[config.mk]
export PLATFORM = sky130hd
export DESIGN_NAME = spib_core
export DESIGN_NICKNAME = d
export VERILOG_FILES = /design/src/hdl/spib_buf2.v /design/src/hdl/spib_core.v
export VERILOG_INCLUDE_DIRS = /design/src /design/src/include
export SDC_FILE = /design/constraint.sdc
export NUM_CORES = 1
export LEC_CHECK = 0
export BUFFER_PORTS_ARGS = -buffer_cell sky130_fd_sc_hd__buf_2
export CELL_PAD_IN_SITES_DETAIL_PLACEMENT = 0
export CELL_PAD_IN_SITES_GLOBAL_PLACEMENT = 2
export CORE_MARGIN = 1.5
export CORE_UTILIZATION = 25
export DETAILED_ROUTE_END_ITERATION = 16
export MAX_ROUTING_LAYER = met4
export PLACE_DENSITY_LB_ADDON = 0.15
export SLEW_MARGIN = 20
export SYNTH_ARGS = -nofsm -noshare
export SYNTH_HDL_FRONTEND = slang
export SYNTH_HIERARCHICAL = 1
export SYNTH_SLANG_ARGS = --single-unit
[constraint.sdc]
create_clock -name clk -period 2.6 [get_ports clk]
set_input_delay 0.13 -clock clk [delete_from_list [all_inputs] [get_ports clk]]
set_output_delay 0.13 -clock clk [all_outputs]
set_load 0.01 [all_outputs]
[src/include/spib_regs.vh]
// register offsets, field positions and reset values of the spi buffer block
`ifndef SPIB_REGS_VH
`define SPIB_REGS_VH
`define SPIB_ADDR_CTRL 3'h1
`define SPIB_ADDR_FLAGS 3'h3
`define SPIB_ADDR_DATA 3'h4
`define SPIB_CTRL_BUFMODE_BIT 7
`define SPIB_CTRL_SSDIS_BIT 2
`define SPIB_CTRL_MASTER_BIT 5
`define SPIB_CTRL_CLKDIV_LSB 0
`define SPIB_FLAG_RXC_BIT 7
`define SPIB_FLAG_TXC_BIT 6
`define SPIB_FLAG_DRE_BIT 5
`define SPIB_FLAG_SSTRIG_BIT 4
`define SPIB_FLAG_OVF_BIT 0
`define SPIB_RESET_BYTE 8'h00
`define SPIB_SCK_HALF 4'h4
`endif

[src/hdl/spib_buf2.v]
// two-entry valid/ready buffer
`timescale 1ns/10ps
module spib_buf2 (
    input wire clk,
    input wire rst,
    input wire [7:0] in_data,
    input wire in_valid,
    output wire in_ready,
    output wire [7:0] out_data,
    output wire out_valid,
    input wire out_ready
);
    reg [7:0] slot0;
    reg [7:0] slot1;
    reg [1:0] count;
    wire push;
    wire pop;
    assign in_ready = (count != 2'h2);
    assign out_valid = (count != 2'h0);
    assign out_data = slot0;
    assign push = in_valid && in_ready;
    assign pop = out_valid && out_ready;
    always @(posedge clk) begin
        if (rst) begin
            count <= 2'h0;
            slot0 <= 8'h00;
            slot1 <= 8'h00;
        end else begin
            if (pop) begin
                slot0 <= slot1;
            end
            if (push) begin
                if (count == 2'h0 || (count == 2'h1 && pop)) begin
                    slot0 <= in_data;
                end else begin
                    slot1 <= in_data;
                end
            end
            count <= count + {1'b0, push} - {1'b0, pop};
        end
    end
endmodule // spib_buf2

[src/hdl/spib_core.v]
// spi data register, two-deep receive buffer and buffer-mode flags
`timescale 1ns/10ps
`include "spib_regs.vh"
module spib_core (
    input wire clk,
    input wire rst,
    input wire [2:0] addr,
    input wire [7:0] wdata,
    input wire wr_en,
    input wire rd_en,
    output reg [7:0] rdata,
    input wire ss_n_in,
    input wire sck_in,
    input wire mosi_in,
    input wire miso_in,
    output reg sck_out,
    output reg sck_oe,
    output reg mosi_out,
    output reg mosi_oe,
    output reg miso_out,
    output reg miso_oe,
    output reg master_mode,
    output reg busy
);
    localparam ST_IDLE = 2'h0;
    localparam ST_SHIFT = 2'h1;
    localparam ST_DONE = 2'h2;

    reg [7:0] ctrl;
    reg ss_trig;
    reg ovf;
    reg ovf_pend;
    reg txc;
    reg [7:0] tx_hold;
    reg tx_full;
    reg [7:0] shreg;
    reg rx_bit;
    reg [2:0] bitcnt;
    reg [1:0] state;
    reg [3:0] divcnt;
    reg sck_int;
    reg [7:0] nb_data;
    // synchronisers: first stage read by second only
    reg ss_m;
    reg ss_s;
    reg ss_d;
    reg sck_m;
    reg sck_s;
    reg sck_d;
    reg mosi_m;
    reg mosi_s;
    reg miso_m;
    reg miso_s;

    wire buf_mode = ctrl[`SPIB_CTRL_BUFMODE_BIT];
    wire ss_disable = ctrl[`SPIB_CTRL_SSDIS_BIT];
    wire half_end = (divcnt == `SPIB_SCK_HALF);
    wire wr_data = wr_en && addr == `SPIB_ADDR_DATA;
    wire rd_data = rd_en && addr == `SPIB_ADDR_DATA;
    wire wr_flags = wr_en && addr == `SPIB_ADDR_FLAGS;
    wire wr_ctrl = wr_en && addr == `SPIB_ADDR_CTRL;
    wire ss_fall = ss_d && !ss_s;
    wire sck_rise = sck_s && !sck_d;
    wire sck_fall = !sck_s && sck_d;
    wire ss_active = !ss_s;
    wire byte_done;
    wire start_tx;
    wire [7:0] rx_top;
    wire rx_top_valid;
    wire rx_in_ready;
    wire [7:0] rx_in_data = {shreg[6:0], master_mode ? miso_s : mosi_s};
    wire ss_force = master_mode && ss_fall && !ss_disable;

    spib_buf2 i_spib_buf2 (
        .clk(clk),
        .rst(rst),
        .in_data(rx_in_data),
        .in_valid(byte_done && buf_mode),
        .in_ready(rx_in_ready),
        .out_data(rx_top),
        .out_valid(rx_top_valid),
        .out_ready(rd_data && buf_mode)
    );

    // last bit taken straight from the pin sampler
    assign byte_done = (state == ST_SHIFT) && bitcnt == 3'h7
        && (master_mode ? (half_end && sck_int == 1'b0) : sck_rise);
    // a selected slave is ready to receive with nothing queued
    // as master, a data write starts a transfer
    assign start_tx = (state == ST_IDLE) && (master_mode ? tx_full : ss_active);

    // two flops cost two cycles on every pin; fine at this link rate

    always @(posedge clk) begin
        ss_m <= ss_n_in;
        ss_s <= ss_m;
        ss_d <= ss_s;
        sck_m <= sck_in;
        sck_s <= sck_m;
        sck_d <= sck_s;
        mosi_m <= mosi_in;
        mosi_s <= mosi_m;
        miso_m <= miso_in;
        miso_s <= miso_m;
    end

    always @(posedge clk) begin
        if (rst) begin
            ctrl <= 8'h00;
            master_mode <= 1'b0;
        end else begin
            if (wr_ctrl) begin
                ctrl <= wdata;
                master_mode <= wdata[`SPIB_CTRL_MASTER_BIT];
            end else if (ss_force) begin
                master_mode <= 1'b0;
            end
        end
    end

    // trigger flag
    always @(posedge clk) begin
        if (rst) begin
            ss_trig <= 1'b0;
        end else if (!buf_mode) begin
            ss_trig <= 1'b0;
        end else if (ss_force) begin
            ss_trig <= 1'b1;
        end else if (wr_flags && wdata[`SPIB_FLAG_SSTRIG_BIT]) begin
            ss_trig <= 1'b0;
        end
    end

    // overflow flag and its deferred form
    always @(posedge clk) begin
        if (rst) begin
            ovf <= 1'b0;
            ovf_pend <= 1'b0;
        end else if (!buf_mode) begin
            ovf <= 1'b0;
            ovf_pend <= 1'b0;
        end else if (byte_done && !rx_in_ready) begin
            if (tx_full) begin
                ovf <= 1'b1;
            end else begin
                ovf_pend <= 1'b1;
            end
        end else if (ovf_pend && start_tx) begin
            ovf <= 1'b1;
            ovf_pend <= 1'b0;
        // cleared by data read; an overrun in the same cycle wins
        end else if (rd_data) begin
            ovf <= 1'b0;
            ovf_pend <= 1'b0;
        end
    end

    // tx complete, set only when nothing waits behind the byte
    always @(posedge clk) begin
        if (rst) begin
            txc <= 1'b0;
        end else if (!buf_mode) begin
            txc <= 1'b0;
        end else if (byte_done && !tx_full) begin
            txc <= 1'b1;
        end else if (wr_flags && wdata[`SPIB_FLAG_TXC_BIT]) begin
            txc <= 1'b0;
        end
    end

    // transmit holding entry, a late write overwrites it
    always @(posedge clk) begin
        if (rst) begin
            tx_hold <= `SPIB_RESET_BYTE;
            tx_full <= 1'b0;
        end else if (wr_data) begin
            tx_hold <= wdata;
            tx_full <= 1'b1;
        end else if (start_tx) begin
            tx_full <= 1'b0;
        end
    end

    // transfer sequencing
    always @(posedge clk) begin
        if (rst) begin
            state <= ST_IDLE;
            busy <= 1'b0;
        end else begin
            case (state)
                ST_IDLE: begin
                    if (start_tx) begin
                        busy <= 1'b1;
                        state <= ST_SHIFT;
                    end
                end
                ST_SHIFT: begin
                    // a control write or a slave deselect ends the frame
                    if (wr_ctrl || (!master_mode && !ss_active)) begin
                        busy <= 1'b0;
                        state <= ST_IDLE;
                    end else if (byte_done) begin
                        state <= ST_DONE;
                    end
                end
                ST_DONE: begin
                    // last high phase runs its full length before idle
                    if (!master_mode || half_end) begin
                        busy <= 1'b0;
                        state <= ST_IDLE;
                    end
                end
                default: state <= ST_IDLE;
            endcase
        end
    end

    // mode 0 only; runs only in a frame, so sck rests low between frames
    always @(posedge clk) begin
        if (rst) begin
            divcnt <= 4'h0;
            sck_int <= 1'b0;
        end else if (state == ST_IDLE || !master_mode) begin
            divcnt <= 4'h0;
            sck_int <= 1'b0;
        end else if (half_end) begin
            divcnt <= 4'h0;
            sck_int <= !sck_int;
        end else begin
            divcnt <= divcnt + 4'h1;
        end
    end

    // shifter: master samples on rise and shifts on fall
    always @(posedge clk) begin
        if (rst) begin
            shreg <= `SPIB_RESET_BYTE;
            rx_bit <= 1'b0;
            bitcnt <= 3'h0;
            nb_data <= `SPIB_RESET_BYTE;
        end else if (state == ST_IDLE) begin
            if (start_tx) begin
                shreg <= tx_hold;
                bitcnt <= 3'h0;
            end
        end else if (state == ST_SHIFT) begin
            if (master_mode) begin
                if (half_end && !sck_int) begin
                    rx_bit <= rx_in_data[0];
                end else if (half_end) begin
                    // mosi moves away from the far side's sampling edge
                    shreg <= {shreg[6:0], rx_bit};
                    bitcnt <= bitcnt + 3'h1;
                end
            end else if (sck_rise) begin
                shreg <= rx_in_data;
                bitcnt <= bitcnt + 3'h1;
            end
            if (byte_done && !buf_mode) begin
                nb_data <= rx_in_data;
            end
        end
    end

    // pin drivers, msb first
    always @(posedge clk) begin
        if (rst) begin
            sck_out <= 1'b0;
            sck_oe <= 1'b0;
            mosi_out <= 1'b0;
            mosi_oe <= 1'b0;
            miso_out <= 1'b0;
            miso_oe <= 1'b0;
        end else begin
            sck_out <= sck_int;
            sck_oe <= master_mode;
            mosi_out <= shreg[7];
            // mosi released as slave so the far master owns it
            mosi_oe <= master_mode;
            miso_out <= shreg[7];
            // slave drives miso only while selected
            miso_oe <= !master_mode && ss_active;
        end
    end

    // read data, one cycle after strobe
    always @(posedge clk) begin
        if (rst) begin
            rdata <= 8'h00;
        end else if (rd_en) begin
            case (addr)
                `SPIB_ADDR_CTRL: rdata <= ctrl;
                `SPIB_ADDR_FLAGS: rdata <= {buf_mode && rx_top_valid, txc,
                    buf_mode && !tx_full, ss_trig, 3'h0, ovf};
                `SPIB_ADDR_DATA: rdata <= buf_mode ? rx_top : nb_data;
                // unmapped indices read zero
                default: rdata <= 8'h00;
            endcase
        end else begin
            rdata <= 8'h00;
        end
    end
endmodule // spib_core

==> flow_metrics.py <==
metrics = {
    "routing": {
        "wl_um": 10300,
        "drtIter0Drc": 119,
        "drcViolationCount": 0,
        "ant_nets": 0,
        "routed_via_density": 4.57,
        "via_count": 2937,
        "dr.pass1.iters": 6,
        "avgRoutedWirePerCell_um": 16.0,
    },
    "synth": {
        "syn_area_per_cell_um2": 9.36,
        "synth_fp_nets": 440,
        "synth_most_common_cell": "dfxtp_1",
        "ys_async_sr_fraction_pct": 0,
        "synthDominantCellAreaShare_pct": 46.7,
        "synth_edf_count": 0,
        "ys_seq_elements": 90,
        "ys_warn_count": 6,
        "synth_ff_type": "dfxtp_1",
        "synth.area.top_cells": "dfxtp_1 (47%), mux2i_1 (7.8%), a21oi_1 (4.7%), nand2_1 (4.3%), mux2_2 (4.1%)",
        "synthesis.instances": 412,
        "ys_seq_area_share_pct": 46.7,
        "synth_common_cells": "dfxtp_1 (90), nand2_1 (44), nor2_1 (41)",
        "synth_area_leader_cell": "dfxtp_1",
        "synth.distinct_cells": 53,
        "synthesis.area_um2": 3860,
    },
    "finish": {
        "nFillCells": 1584,
        "diodes": 0,
        "fin_cells": 642,
        "syn_to_final_growth_pct": 18.5,
        "layout.nets": 477,
        "drive_above_1_share_pct": 19.4,
    },
    "min_path": {
        "min_from": "wdata[3]",
        "hold_path_class": "input pin to flip-flop",
        "hold-path-cell-count": 3,
        "holdPathEnd": "ctrl[3]",
    },
    "floorplanning": {
        "dieHeight_um": 127,
        "row_count": 45,
        "core_um2": 15100,
        "dieArea_um2": 16200,
        "die_width_um": 127,
        "start_util_pct": 25.5,
        "pin_count": 35,
    },
    "sta": {
        "holdWs_ps": 32.9,
        "hold_viol": 0,
        "fin_crit_ps": 2230,
        "setup_viol": 0,
        "slew_headroom_pct": 39.3,
        "drv_slew": 0,
        "min_period_over_period_pct": 85.6,
        "setup_tns_ps": 0,
        "skew_ps": 11.7,
        "rsz0062_at_grt": "no",
        "setup_slack_ps": 374,
        "fmax_mhz": 449,
        "worst_pin_slew_ps": 908,
    },
    "power_and_ir_drop": {
        "power_density_nw_per_um2": 688,
        "leakagePower_uw": 0.00184,
        "power_uw": 3150,
        "ir_drop_v": 0.000434,
    },
    "worst_setup_path": {
        "start_kind": "flip-flop",
        "crit_required_ps": 2870,
        "crit_path_end_kind": "flip-flop",
        "crit_path_max_fanout": 9,
        "regToRegEndpoint": "i_spib_buf2/out_data[4]",
        "arrival_ps": 2500,
        "reg2reg_slack_ps": 370,
        "crit_type": "flip-flop to flip-flop",
        "r2r_cells": 10,
        "reg2reg_from": "divcnt[0]",
    },
    "clock_network": {
        "clk_path_buf_depth": 2,
        "clk_latency_ps": 350,
        "cts-root-buf": "clkbuf_16",
        "clkTransAtPathRegs_ps": 60,
        "clock_sinks": 90,
        "cts_tree": "done",
        "cts_made_buffers": 9,
        "h-tree-depth": 3,
    },
    "place": {
        "placedCellCount": 622,
        "port_buffers": 34,
        "place_ws_ps": 273,
        "gp_congestion": 0.739,
        "dp.final_hpwl_um": 7380,
    },
    "grt": {
        "grt_pass1_vias": 2864,
        "grt_pass1_wl_um": 16300,
        "antenna_found_initial": 0,
        "grt_max_degree": 44,
        "grt-ovfl-total": 0,
        "track_usage_pct": 13.8,
    },
    "outcome": {
        "status": "complete, no violations",
    },
    "job": {
        "maxCapViolations": 0,
    },
}
==> worst max-delay path: stages (launching register included) <==
cell	delay, ps
dfxtp_1	330
inv_1	60
ha_1	150
nand3b_1	170
o21ai_1	220
nand2_1	150
nor2_1	160
buf_4	150
nand2b_1	200
or2_1	400
a21oi_1	160
==> sequential cells by signal (all words and copies together) (netlist names), 3 cells and up <==
signal / flops
divcnt: 4
tx_hold: 8
bitcnt: 3
rdata: 8
i_spib_buf2/out_data: 8
shreg: 8
i_spib_buf2/slot1: 8
ctrl: 8
nb_data: 8
==> kinds of logic (layout without fill, tap and decap cells) <==
logic type,after synthesis,in the layout,share of synthesized area [%]
and+or+nand+nor,143,143,17.9
DFF,90,90,46.7
AOI/OAI and AO/OA,88,88,15.2
muxes,44,44,11.9
buffers and inverters,34,76,4.51
adders and majority gates,9,9,2.92
xor gates and xnor gates,4,4,0.909
==> layer usage <==
layer | track usage (%) | part of all wire [%] | vias up
met1 | 18.5 | 51 | 1384
met5 | - | 0 | -
met4 | 4.41 | 1.5 | 0
li1 | - | - | 1511
met3 | 3.22 | 3.0 | 9
met2 | 20.5 | 44 | 33
==> cell type report <==
class                   count  area, µm²  area share, %
clock buffers              12        246           5.39
clock inverters             4       51.3           1.12
inverters                   9       33.8          0.739
multi-input cells         288       1880           41.2
flip-flops and latches     90       1800           39.4
well taps                 188        235           5.15
repair buffers             51        320           7.01
==> what timing repair did <==
action	4_1_cts	5_1_grt
resized for setup	0	1
setup endpoints to repair	0	5
endpoints found under the hold margin	4	0
hold buffers	4	0
setup buffers	0	0
==> worst max path at each step <==
| stage | from | endpoint | slack (ps) | depth (start not counted) |
|---|---|---|---|---|
| after floorplan | divcnt[0] | i_spib_buf2/count[1] | 330 | 11 |
| after global placement | divcnt[0] | i_spib_buf2/out_data[2] | 370 | 10 |
| after detailed placement | divcnt[0] | i_spib_buf2/out_data[1] | 270 | 10 |
| after CTS | divcnt[0] | i_spib_buf2/out_data[4] | 260 | 10 |
| after global routing | divcnt[0] | i_spib_buf2/out_data[2] | 90 | 10 |
| final | divcnt[0] | i_spib_buf2/out_data[4] | 370 | 10 |
==> placed cells by master, fill, tap and decap left out, drive strengths merged, types with 9 or more instances in the layout <==
master | netlist | final
a211oi | 9 | 9
a21oi | 36 | 36
buf | 14 | 47
clkbuf | 11 | 12
dfxtp | 90 | 90
ha | 9 | 9
mux2 | 14 | 14
mux2i | 30 | 30
nand2 | 44 | 44
nand2b | 9 | 9
nand3 | 10 | 10
nor2 | 41 | 41
nor2b | 12 | 12
o21ai | 15 | 15
==> power breakdown <==
part	internal, µW	leakage [µW]	switching, µW
Clock	772	0.000143	552
Sequential	1430	0.000732	59.9
Combinational	139	0.000970	192
==> stage by stage <==
step	instance area (µm²)	util [%]
5_1_grt	4570	30.2
2_1_floorplan	3860	-
3_5_place_dp	4230	27.9
4_1_cts	4570	30.2
6_report	4570	30.2
3_3_place_gp	4230	27.9
(Power assumes the default switching activity.)
